==> src/core/ssr_defines.svh <==
/*
 Status summary constants: bit positions, reset values and register selects.
 Assumes inclusion by bare name from the design files of the status summary block.
*/
// Function
// - Bit six summarises the other bits.
// - Query and serial poll return same byte.
// - Enable per bit; enable bit six ignored.
// - Enabled rising bit raises service request.
// - Enable mask written and read back.
// - Error queue entry sets bit two.
// - Each new error entry requests service when enable bit two is set.
// - Bit four follows message available.
// - Bit five is masked event OR.
// - Bit six set when enabled bit set.
// - Flag not in poll byte or query; the flag is only on o_ist, and no read select returns it.
// - Flag ORs the byte bits masked by poll mask.
// - Poll mask written and read back.
`ifndef SSR_DEFINES_SVH
`define SSR_DEFINES_SVH
// ---------------------------------------------------------------
// Bit positions and reset values
// ---------------------------------------------------------------
`define SSR_BIT_ERR   2
`define SSR_BIT_MSG   4
`define SSR_BIT_EVT   5
`define SSR_BIT_SUM   6
`define SSR_USED_MASK 8'h34
`define SSR_FREE_MASK 8'h8B
`define SSR_REQ_RST   8'h00
`define SSR_POLL_RST  8'h00
// ---------------------------------------------------------------
// Register selects
// ---------------------------------------------------------------
`define SSR_SEL_BYTE 2'h0
`define SSR_SEL_REQ  2'h1
`define SSR_SEL_POLL 2'h2
`define SSR_SEL_NONE 2'h3
`endif

==> src/core/ssr_pkg.sv <==
/*
 Types of the status summary block.
 Assumes nothing of its surroundings.
*/
package ssr_pkg;
    // Write request from the command parser.
    typedef struct packed {
        logic       req_wr;
        logic       poll_wr;
        logic [7:0] data;
    } ssr_wr_t;
    // Read answer toward the parser.
    typedef struct packed {
        logic       valid;
        logic [7:0] data;
    } ssr_rd_t;
endpackage : ssr_pkg

==> src/core/ssr_mask_reg.sv <==
/*
 One eight-bit mask register loaded by a write strobe.
 Assumes a synchronous strobe on i_clk.
*/
`include "ssr_defines.svh"
module ssr_mask_reg
    import ssr_pkg::*;
#(
    parameter logic [7:0] RST = 8'h00
) (
    input  wire logic       i_clk,
    input  wire logic       i_rst,
    input  wire logic       i_wr,
    input  wire logic [7:0] i_data,
    output logic [7:0]      o_mask
);
    // Mask storage; software value kept until next write.
    always_ff @(posedge i_clk or posedge i_rst) begin
        if (i_rst) begin
            o_mask <= RST;
        end else if (i_wr) begin
            o_mask <= i_data;
        end
    end
endmodule : ssr_mask_reg

==> src/core/ssr_top.sv <==
/*
 Status byte, service request and individual status flag logic.
 Assumes lower event register, error queue and output buffer drive synchronous levels and pulses.
*/
`include "ssr_defines.svh"
module ssr_top
    import ssr_pkg::*;
#(
    parameter int EVW = 8
) (
    input  wire logic           i_clk,
    input  wire logic           i_rst,
    input  wire ssr_wr_t        i_wr,
    input  wire logic           i_rd,
    input  wire logic [1:0]     i_rd_sel,
    input  wire logic           i_err_push,
    input  wire logic           i_err_empty,
    input  wire logic           i_msg_avail,
    input  wire logic [EVW-1:0] i_esr,
    input  wire logic [EVW-1:0] i_ese,
    input  wire logic           i_srq_ack,
    output ssr_rd_t             o_rd,
    output logic [7:0]          o_poll_byte,
    output logic                o_ist,
    output logic                o_srq
);
    // ---------------------------------------------------------------
    // Masks
    // ---------------------------------------------------------------
    // Both masks share the write data byte; each has its own strobe, so a command with both strobes set loads both masks.
    logic [7:0] request_mask;
    logic [7:0] poll_mask;

    ssr_mask_reg #(
        .RST (`SSR_REQ_RST)
    ) u_request_mask (
        .i_clk  (i_clk),
        .i_rst  (i_rst),
        .i_wr   (i_wr.req_wr),
        .i_data (i_wr.data),
        .o_mask (request_mask)
    );

    ssr_mask_reg #(
        .RST (`SSR_POLL_RST)
    ) u_poll_mask (
        .i_clk  (i_clk),
        .i_rst  (i_rst),
        .i_wr   (i_wr.poll_wr),
        .i_data (i_wr.data),
        .o_mask (poll_mask)
    );

    // ---------------------------------------------------------------
    // Status byte
    // ---------------------------------------------------------------
    logic       err_bit;
    logic       next_err_bit;
    logic [7:0] byte_prev;

    // The event summary is a pure level, so it follows the lower registers without delay.
    wire logic event_bit = |(i_esr & i_ese);

    // Push wins over an empty queue so a new entry is never lost.
    assign next_err_bit = i_err_push ? 1'b1 : (i_err_empty ? 1'b0 : err_bit);

    // Error queue flag; the queue itself lives outside this block.
    always_ff @(posedge i_clk or posedge i_rst) begin
        if (i_rst) begin
            err_bit <= 1'b0;
        end else begin
            err_bit <= next_err_bit;
        end
    end

    // Status bits without the summary; the positions without a function are tied low.
    wire logic [7:0] byte_low;
    assign byte_low = {1'b0, 1'b0, event_bit, i_msg_avail, 1'b0, err_bit, 2'b00};

    // Enable bit six is dropped here, so the summary can never feed itself.
    wire logic [7:0] req_eff = request_mask & `SSR_USED_MASK;
    wire logic       sum_bit = |(byte_low & req_eff);

    // Full status byte: the summary takes position six.
    wire logic [7:0] status_byte;
    assign status_byte = byte_low | ({7'h00, sum_bit} << `SSR_BIT_SUM);

    // The flag keeps bit six in its combination, unlike the service request.
    assign o_ist = |(status_byte & poll_mask);

    // ---------------------------------------------------------------
    // Service request
    // ---------------------------------------------------------------
    logic [7:0] rise;
    logic       next_srq;

    // Per-bit rise detector against the status bits of the previous cycle.
    for (genvar b = 0; b < 8; b++) begin : g_rise
        assign rise[b] = byte_low[b] & ~byte_prev[b];
    end

    // A fresh error push counts as a rise even while bit two stays set.
    wire logic trig = (|(rise & req_eff)) | (i_err_push & request_mask[`SSR_BIT_ERR]);

    // A trigger in the acknowledge cycle keeps the request up, so a late ack swallows no event.
    assign next_srq = trig ? 1'b1 : (i_srq_ack ? 1'b0 : o_srq);

    // Previous status bits and the sticky request flag.
    always_ff @(posedge i_clk or posedge i_rst) begin
        if (i_rst) begin
            byte_prev <= 8'h00;
            o_srq     <= 1'b0;
        end else begin
            byte_prev <= byte_low;
            o_srq     <= next_srq;
        end
    end

    // ---------------------------------------------------------------
    // Read port and poll byte
    // ---------------------------------------------------------------
    // Select code three has no register behind it and reads as zero.
    logic [7:0] rd_mux;
    assign rd_mux = (i_rd_sel == `SSR_SEL_REQ)  ? request_mask :
                    (i_rd_sel == `SSR_SEL_POLL) ? poll_mask :
                    (i_rd_sel == `SSR_SEL_BYTE) ? status_byte : 8'h00;

    // Poll byte and query share one source so both views agree.
    always_ff @(posedge i_clk or posedge i_rst) begin
        if (i_rst) begin
            o_rd        <= '0;
            o_poll_byte <= 8'h00;
        end else begin
            o_rd.valid  <= i_rd;
            o_rd.data   <= i_rd ? rd_mux : o_rd.data;
            o_poll_byte <= status_byte;
        end
    end
endmodule : ssr_top

==> config.mk <==
export PLATFORM = sky130hd
export DESIGN_NAME = ssr_top
export DESIGN_NICKNAME = d
export VERILOG_FILES = /design/src/core/ssr_pkg.sv /design/src/core/ssr_mask_reg.sv /design/src/core/ssr_top.sv
export VERILOG_INCLUDE_DIRS = /design/src /design/src/core
export SDC_FILE = /design/constraint.sdc
export NUM_CORES = 1
export LEC_CHECK = 0
export ABC_AREA = 1
export BUFFER_PORTS_ARGS = -buffer_cell sky130_fd_sc_hd__buf_2
export CORE_ASPECT_RATIO = 0.75
export CORE_UTILIZATION = 38
export CTS_CLUSTER_DIAMETER = 50
export DETAILED_ROUTE_END_ITERATION = 10
export GPL_ROUTABILITY_DRIVEN = 0
export HOLD_SLACK_MARGIN = 0.05
export PLACE_DENSITY_LB_ADDON = 0.05
export SYNTH_ARGS = -nofsm -noshare
export SYNTH_HDL_FRONTEND = slang
export SYNTH_HIERARCHICAL = 1
export SYNTH_SLANG_ARGS = --single-unit
==> constraint.sdc <==
create_clock -name i_clk -period 1.36 [get_ports i_clk]
set_clock_uncertainty 0.2 [all_clocks]
set_input_delay 0 -clock i_clk [delete_from_list [all_inputs] [get_ports i_clk]]
set_output_delay 0 -clock i_clk [all_outputs]
set_load 0.03 [all_outputs]
* Word level (Yosys, flattened, before mapping)
Cells that the tools add are included.
** Word-level totals
- Register bits :: 38
- Input port bits :: 35
- Logic and storage cells :: 37
** Cells by class
- Equal/unequal tests :: 2
- Muxes and demuxes :: 7
- Bitwise gates (word level) :: 13
- Reductions and logical operators :: 7
** Operators with widths (number)
- OR reduction 8 bit :: 4
- two-way mux 8 bit :: 2
- AND 6 bit :: 2
- AND 7 x 8 -> 8 bit :: 1
- AND 8 bit :: 1
- two-way mux 7 bit :: 1
- OR 6 x 7 -> 7 bit :: 1
- AND 1 bit :: 4
- two-way mux 1 bit :: 4
- nonzero test 2 bit :: 2
- inverter 1 bit :: 3
- == test 2 x 1 -> 1 bit, second input constant :: 1
- == test 2 bit, second input constant :: 1
- zero test 2 bit :: 1
- OR 1 bit :: 1

* Logic depth before layout (Yosys ltp)
Gate-level depths: netlist of the first run.
- Depth after elaboration :: 8
- Gate-level depth with buffers :: 8

* Cells and area by module
The synthesis of the first run kept the hierarchy.
** By module, submodules not included
- ssr_top :: instances 1, cells an instance 104, area each 792.0 um^2, seq. area each 375.4 um^2
- ssr_mask_reg :: instances 2, cells an instance 35, area each 309.0 um^2, seq. area each 200.2 um^2

* Least setup slack after synthesis of the first run
Ideal clock, no wire load.
- Path kind :: reg-to-output
- From :: register u_request_mask.o_mask[4]
- To :: output port o_ist
- Arrival time :: 0.918 ns
- Required time :: 1.160 ns
- Setup slack :: 0.242 ns
- Stages on the path, launching flop included :: 7
- Buffers on the path :: 0
- Path through :: dfrtp_1 > inv_1 > o21ai_0 > inv_1 > nand2_4 > nand2_1 > nand2_1
** Between the ends
- Word-level cells in the longest chain between the ends :: 5
** RTL lines
- start, declared :: RTL line ssr_mask_reg.sv:15 : output logic [7:0] o_mask
- start signal, assigned :: RTL line ssr_mask_reg.sv:22 : o_mask <= i_data;
- AND 6 bit :: RTL line ssr_top.sv:82 : wire logic sum_bit = |(byte_low & req_eff);
- OR reduction 8 bit :: RTL line ssr_top.sv:82
- named net sum_bit :: RTL line ssr_top.sv:82
- OR 6 x 7 -> 7 bit :: RTL line ssr_top.sv:86 : assign status_byte = byte_low | ({7'h00, sum_bit} << `SSR_BIT_SUM);
- AND 7 x 8 -> 8 bit :: RTL line ssr_top.sv:89 : assign o_ist = |(status_byte & poll_mask);
- OR reduction 8 bit :: RTL line ssr_top.sv:89
- end, declared :: RTL line ssr_top.sv:24 : output logic o_ist,
The timed path passes the listed nets, and every way through them passes these cells.

* Worst setup path in the final report of the first run
- From :: register err_bit
- To :: output port o_ist
** Between the ends
- Word-level cells in the longest chain between the ends :: 5
** RTL lines
- start, declared :: RTL line ssr_top.sv:57 : logic err_bit;
- start signal, assigned :: RTL line ssr_top.sv:72 : err_bit <= next_err_bit;
- AND 6 bit :: RTL line ssr_top.sv:82
- OR reduction 8 bit :: RTL line ssr_top.sv:82
- named net sum_bit :: RTL line ssr_top.sv:82
- OR 6 x 7 -> 7 bit :: RTL line ssr_top.sv:86
- AND 7 x 8 -> 8 bit :: RTL line ssr_top.sv:89
- OR reduction 8 bit :: RTL line ssr_top.sv:89
The timed path passes the listed nets, and every way through them passes these cells.

==> results of run 1 <==
-- power groups by stage --
stage          sequential (mW)  clock [mW]  combinational (mW)
2_1_floorplan             1.15           0               0.209
3_3_place_gp              1.08           0               0.415
3_5_place_dp              1.08           0               0.420
4_1_cts                   1.06       0.713               0.510
5_1_grt                   1.07       0.755               0.579
6_report                  1.07       0.697               0.527
-- cells in the final DEF (no fill, tap or decap), types with 2 or more instances in the layout --
master,n
sky130_fd_sc_hd__a21oi_1,6
sky130_fd_sc_hd__a21oi_2,2
sky130_fd_sc_hd__a31oi_1,4
sky130_fd_sc_hd__buf_2,47
sky130_fd_sc_hd__buf_4,6
sky130_fd_sc_hd__clkbuf_1,2
sky130_fd_sc_hd__clkbuf_8,5
sky130_fd_sc_hd__conb_1,4
sky130_fd_sc_hd__dfrtp_1,31
sky130_fd_sc_hd__dlygate4sd3_1,28
sky130_fd_sc_hd__inv_1,16
sky130_fd_sc_hd__inv_2,4
sky130_fd_sc_hd__nand2_1,78
sky130_fd_sc_hd__nand2_2,4
sky130_fd_sc_hd__nand2_4,2
sky130_fd_sc_hd__nor2_1,7
sky130_fd_sc_hd__o21ai_0,4
sky130_fd_sc_hd__o21ai_1,2
sky130_fd_sc_hd__o22ai_1,2
-- sequential cells by signal (all words and copies together), names as in the netlist --
| signal | count |
|---|---|
| o_srq | 1 |
| byte_prev | 2 |
| err_bit | 1 |
| o_rd | 9 |
| o_poll_byte | 2 |
| u_request_mask/o_mask | 8 |
| u_poll_mask/o_mask | 8 |
-- critical path: stages (launching register included) --
cell                      delay (ns)
sky130_fd_sc_hd__dfrtp_1        0.41
sky130_fd_sc_hd__nand2_1        0.07
sky130_fd_sc_hd__o21ai_1        0.08
sky130_fd_sc_hd__inv_1          0.09
sky130_fd_sc_hd__nand2_4        0.07
sky130_fd_sc_hd__nand2_2        0.04
sky130_fd_sc_hd__nand2_2        0.07
sky130_fd_sc_hd__buf_6          0.12
-- layout make-up --
cell class,count,area (µm²)
clock buffers,7,76.3
clock inverters,1,5.00
fillers,319,1330
inverters,20,75.1
multi-input cells,119,528
flip-flops and latches,31,776
well taps,50,62.6
repair buffers,82,572
-- repair_timing --
item                                    CTS  global route
hold buffers                             29             2
hold endpoints to repair                 60             3
pin swaps                                 2             3
setup buffers                             4             2
resized for setup                         4             5
endpoints found under the setup margin    1             5
-- logic make-up (layout without fill, tap and decap cells) --
family / Yosys count / after routing / share of synthesized area [%]
AND/OR/NAND/NOR: 93 / 93 / 26.4
flip-flops: 31 / 31 / 55.0
buffers and inverters: 27 / 110 / 9.40
AO/OA/AOI/OAI: 22 / 22 / 8.87
other: 1 / 4 / 0.266
-- synth_stat cells (all sizes together) --
master  number
nand2       84
dfrtp       31
inv         20
a21oi        8
nor2         8
buf          7
o21ai        6
a31oi        4
o22ai        3
conb         1
nor3         1
o211ai       1
-- worst paths after layout --
kind / start / endpoint / slack (ns) / depth (start not counted)
setup / recovery: err_bit$_DFFE_PP0P_ / o_ist / -0.09 / 7
setup reg to reg: err_bit$_DFFE_PP0P_ / o_srq$_DFFE_PP0P_ / 0.09 / 6
max in group asynchronous: i_rst / u_poll_mask/o_mask[2]$_DFFE_PP0P_ / 0.11 / 4
min in group asynchronous: i_rst / o_poll_byte[6]$_DFF_PP0_ / 0.13 / 3
hold reg to reg: o_poll_byte[5]$_DFF_PP0_ / o_srq$_DFFE_PP0P_ / 0.27 / 1
hold / removal: i_ese[1] / o_rd[5]$_DFFE_PP0P_ / 0.08 / 7
-- layer usage --
| layer | wire, µm | track usage (%) | up-vias |
|---|---|---|---|
| met5 | 0 | 0 | - |
| met4 | 60 | 8.82 | 0 |
| met3 | 192 | 4.60 | 6 |
| met2 | 1720 | 33.8 | 41 |
| met1 | 1770 | 27.6 | 668 |
| li1 | - | - | 698 |
==> key figures, run 1 <==
Routing
  • DRC violations left: 0
  • Wire length per cell after detailed routing: 12.1 µm
  • Aggregate routed wire length: 3.74 mm
  • Via count: 1413
  • Antenna-violating nets left: 0
  • Length of the first detailed-routing pass in iterations: 4
  • Iteration-0 DRC count of the detailed router: 63
  • Avg Vias per Cell: about 4.6

Synthesis
  • Netlist area before placement: around 1400 µm²
  • Post-synthesis cell type count: 19
  • Biggest area consumer among synthesized cells: sky130_fd_sc_hd__dfrtp_1
  • Synth Warn #: 6
  • Portion of synthesized cell area occupied by the leading cell type: 55.0%
  • Flop and latch count out of synthesis: 31
  • Top post-synthesis cells by area: sky130_fd_sc_hd__dfrtp_1 55%, sky130_fd_sc_hd__nand2_1 21%, sky130_fd_sc_hd__inv_1 4.5%, sky130_fd_sc_hd__a21oi_1 2.5%, sky130_fd_sc_hd__o21ai_0 2.1%
  • Per-instance average area after synthesis: ~8.1 µm²
  • Sequential area share after synthesis: a little under three fifths
  • Synthesized instance count: roughly 170

Power and ir drop
  • Total power density per cell area: between 1000 and 1500 nW/µm²
  • Power spent charging and discharging nets: between 0.7 and 0.8 mW
  • Combinational share of power: 23.0%
  • Power share of the sequential group: 46.5%
  • LEAKAGE: 1.13 nW
  • Clock network fraction of total power: between 30% and 40%
  • Total power draw: ~2.3 mW
  • Peak VDD IR: a little under 0.5 mV
  • Sw Ratio: a little under a third
  • Power Internal: ~1.6 mW

Setup path
  • Sort of element at the end of the critical path: output port
  • Crit path DAT: 1.25 ns
  • Maximum fanout encountered on the critical timing path: 3
  • Startpoint kind of the worst setup timing path: register
  • Worst setup path class: reg -> out
  • Required time at the endpoint of the critical path: ~1.2 ns

CTS
  • Longest Clk Path Bufs: 2
  • Worst-Skew Late Latency: slightly below 0.3 ns
  • CTS Root Buffer Type: sky130_fd_sc_hd__clkbuf_8
  • Deepest level of the CTS H-tree: 2
  • CTS Sinks: 31
  • Number of CTS-inserted buffers: 5
  • CTS tree: built
  • Clock transition at the registers of the reported paths: 0.06 ns

Worst hold path
  • Worst min-delay path class: in -> reg

Die
  • Effective utilization at floorplan: approximately two fifths
  • Floorplan die area: slightly below 4000 µm²
  • DIE WIDTH: about 72 µm
  • Die Ht: around 55 µm
  • CORE AREA: about 3400 µm²
  • I/O pin count: between 50 and 60
  • Total number of placement rows: 18

GRT
  • Via count of the first global-routing pass: between 1000 and 1500
  • GR Overflow Total: 0
  • Pin count of the biggest net entering global routing: 16
  • Aggregate global-route resource usage: a little over a fifth
  • Antenna violations before repair: 0
  • First-pass GRT wire length: around 5.9 mm

Layout
  • Summed area of non-filler cells in the final layout: roughly 2100 µm²
  • Final cell utilization of the core: about three fifths
  • Share of post-route cells with drive strength above 1: approximately 28%
  • # diodes: 0
  • Number of nets in the finished design: roughly 290
  • Finished Layout Cells: slightly above 300
  • Synthesis-to-layout area growth: 48.5%

Placement
  • Post-place instance area: around 1700 µm²
  • Number of buffers inserted by port buffering: between 40 and 50
  • Worst slack at placement: approximately 0.14 ns
  • Placed cell count: 269
  • Detail Placement HPWL: 2.50 mm

STA
  • Post-route clock period utilization: 107%
  • Number of hold violations in the final report: 0
  • Final min period: approximately 1.4 ns
  • Setup Viol. Count Final: 1
  • Worst setup margin: -0.0889 ns
  • Normalized max-slew margin: between 60% and 70%
  • Setup repair after global routing missed its margin: true
  • Transition at the pin with the smallest max-transition slack: ~0.57 ns
  • Slew Viols, Final: 0
  • Total Negative Setup Slacks: -0.0889 ns
  • Worst slack on hold paths: between 0.07 and 0.08 ns
  • Maximum frequency from static timing analysis: between 0.6 and 0.7 GHz

Run status
  • Violated checks: negative setup slack
  • Run status: finished, violations left

Job
  • # Max-Cap Violations: 0
(Power assumes the default switching activity.)
==> run 2, diff against run 1 <==
--- a/config.mk
+++ b/config.mk
@@ -15,6 +15,7 @@
 export GPL_ROUTABILITY_DRIVEN = 0
 export HOLD_SLACK_MARGIN = 0.05
 export PLACE_DENSITY_LB_ADDON = 0.05
+export RECOVER_POWER = 25
 export SYNTH_ARGS = -nofsm -noshare
 export SYNTH_HDL_FRONTEND = slang
 export SYNTH_HIERARCHICAL = 1
==> run 2 against run 1 <==
Compared with the run above:
- the run still ends with negative setup slack left
- flip-flop and latch count unchanged
- critical endpoint unchanged
- setup slack unchanged
- routed wire length about the same
- combinational power about the same
- die area unchanged
- hold slack unchanged
- sequential power about the same
- maximum frequency unchanged
- register-to-register slack about the same
- utilization down 0.11 points
- sequential share of layout area up 0.066 points
- clock-buffer cell count unchanged
==> key figures, run 2 (synthesis results as in run 1) <==
Layout
  • Finished Layout Cells: 310
  • FF/Latch Area: around 780 µm²
  • Fillers: 322
  • Commonest non-fill, non-tap cell in the layout: sky130_fd_sc_hd__nand2_1
  • Highest-count cells in the layout ignoring fill and taps: 78 x sky130_fd_sc_hd__nand2_1, 44 x sky130_fd_sc_hd__buf_2, 31 x sky130_fd_sc_hd__dfrtp_1
  • Share of post-route cells with drive strength above 1: 27.3%
  • Final cell utilization of the core: 61.1%
  • Number of nets in the finished design: ~290
  • Synthesis-to-layout area growth: 48.3%
  • Largest reg by FF count: o_rd
  • # diodes: 0
  • Flip-flop count of the largest register after layout: 9
  • Top flop regs: o_rd: 9 flops, u_poll_mask/o_mask: 8 flops, u_request_mask/o_mask: 8 flops
  • Multi-input gate area: between 500 and 600 µm²

Routing
  • Iteration-0 DRC count of the detailed router: 63
  • Avg Vias per Cell: approximately 4.6
  • Via count: 1413
  • Antenna-violating nets left: 0
  • Wire length per cell after detailed routing: ~12 µm
  • DRC violations left: 0
  • Aggregate routed wire length: roughly 3.7 mm
  • Length of the first detailed-routing pass in iterations: 4

Setup path
  • Reg2Reg Depth: 6
  • Sort of element at the end of the critical path: output port
  • Source of the worst register-to-register timing path: err_bit$_DFFE_PP0P_
  • Crit path DAT: around 1.3 ns
  • Required time at the endpoint of the critical path: 1.16 ns
  • Maximum fanout encountered on the critical timing path: 3
  • Worst setup path class: reg -> out
  • R2R Setup Slk: 0.09 ns
  • Startpoint kind of the worst setup timing path: register
  • R2R Path End: o_srq$_DFFE_PP0P_

CTS
  • CTS Sinks: 31
  • Worst-Skew Late Latency: approximately 0.29 ns
  • Deepest level of the CTS H-tree: 2
  • CTS Root Buffer Type: sky130_fd_sc_hd__clkbuf_8
  • CTS tree: built
  • Clock transition at the registers of the reported paths: about 0.060 ns
  • Number of CTS-inserted buffers: 5
  • Longest Clk Path Bufs: 2

Power and ir drop
  • Total power draw: between 2 and 2.5 mW
  • Peak VDD IR: between 0.4 and 0.5 mV
  • Total power density per cell area: around 1100 nW/µm²
  • LEAKAGE: 1.12 nW

GRT
  • Via count of the first global-routing pass: about 1300
  • GR Overflow Total: 0
  • Aggregate global-route resource usage: roughly a fifth
  • Pin count of the biggest net entering global routing: 16
  • First-pass GRT wire length: between 5 and 6 mm
  • Antenna violations before repair: 0

Placement
  • Detail Placement HPWL: about 2.5 mm
  • Number of buffers inserted by port buffering: 49
  • Placed cell count: between 200 and 300
  • Worst slack at placement: approximately 0.14 ns

STA
  • Post-route clock period utilization: 107%
  • Number of hold violations in the final report: 0
  • Setup Viol. Count Final: 2
  • Slew Viols, Final: 0
  • Final min period: between 1 and 1.5 ns
  • Total Negative Setup Slacks: -0.143 ns
  • Worst setup margin: -0.0889 ns
  • Maximum frequency from static timing analysis: around 0.69 GHz
  • Transition at the pin with the smallest max-transition slack: 0.565 ns
  • Normalized max-slew margin: 62.3%
  • Setup repair after global routing missed its margin: true

Die
  • Total number of placement rows: 18
  • Die Ht: between 50 and 60 µm
  • Effective utilization at floorplan: between 40% and 50%
  • CORE AREA: about 3400 µm²
  • Floorplan die area: around 4000 µm²
  • I/O pin count: 54
  • DIE WIDTH: between 70 and 80 µm

Worst hold path
  • Sink of the worst hold path: o_rd[5]$_DFFE_PP0P_
  • Worst min-delay path class: in -> reg
  • Min-Delay Startpoint: i_ese[1]
  • Worst Hold Path Cells: 7

Run status
  • Violated checks: negative setup slack
  • Run status: finished, violations left

Job
  • # Max-Cap Violations: 0
run 2: timing repair:
| action | in CTS | in global routing |
|---|---|---|
| pin swaps | 2 | 3 |
| hold endpoints to repair | 60 | 3 |
| setup endpoints to repair | 1 | 5 |
| hold buffers | 29 | 2 |
| buffers inserted | 4 | 2 |
| gates resized for setup | 4 | 5 |
run 2: worst max-delay path by stage:
stage	start	cells after the start	to	slack (ns)
after floorplan	u_request_mask/o_mask[4]$_DFFE_PP0P_	6	o_ist	0.24
after global placement	u_request_mask/o_mask[4]$_DFFE_PP0P_	7	o_ist	0.17
after detailed placement	u_request_mask/o_mask[4]$_DFFE_PP0P_	7	o_ist	0.14
after CTS	err_bit$_DFFE_PP0P_	7	o_ist	-0.06
after global routing	err_bit$_DFFE_PP0P_	7	o_ist	-0.13
final	err_bit$_DFFE_PP0P_	7	o_ist	-0.09
run 2: per-layer routing:
metal | up-vias | track usage, % | share of wire, %
li1 | 698 | - | -
met1 | 668 | 27.6 | 47
met2 | 41 | 33.8 | 46
met3 | 6 | 4.60 | 5.1
met4 | 0 | 8.82 | 1.6
met5 | - | 0 | 0
run 2: critical path, stage by stage, from the launching register on:
cell and delay [ns]:
sky130_fd_sc_hd__dfrtp_1 0.41, sky130_fd_sc_hd__nand2_1 0.07, sky130_fd_sc_hd__o21ai_1 0.08, sky130_fd_sc_hd__inv_1 0.09, sky130_fd_sc_hd__nand2_4 0.07, sky130_fd_sc_hd__nand2_2 0.04, sky130_fd_sc_hd__nand2_2 0.07, sky130_fd_sc_hd__buf_6 0.12
run 2: through the flow:
stage	hold WS (ns)	instance area, µm²
CTS	0.0505	2080
global route	0.142	2090
global placement	-0.220	1670
floorplan	-0.384	1420
finish	0.0796	2090
detailed placement	-0.213	1670
run 2: cell type report:
type / instances / share of cell area, %
inverters: 20 / 3.59
flip-flops and latches: 31 / 37.1
clock buffers: 7 / 3.65
well taps: 50 / 2.99
multi-input cells: 119 / 25.3
clock inverters: 1 / 0.239
repair buffers: 82 / 27.2
run 2: report_power, final:
| part | total (mW) | internal, mW | switching [mW] |
|---|---|---|---|
| registers | 1.07 | 1.01 | 0.0562 |
| clock network | 0.697 | 0.358 | 0.339 |
| logic | 0.526 | 0.214 | 0.312 |
| total | 2.29 | 1.58 | 0.707 |
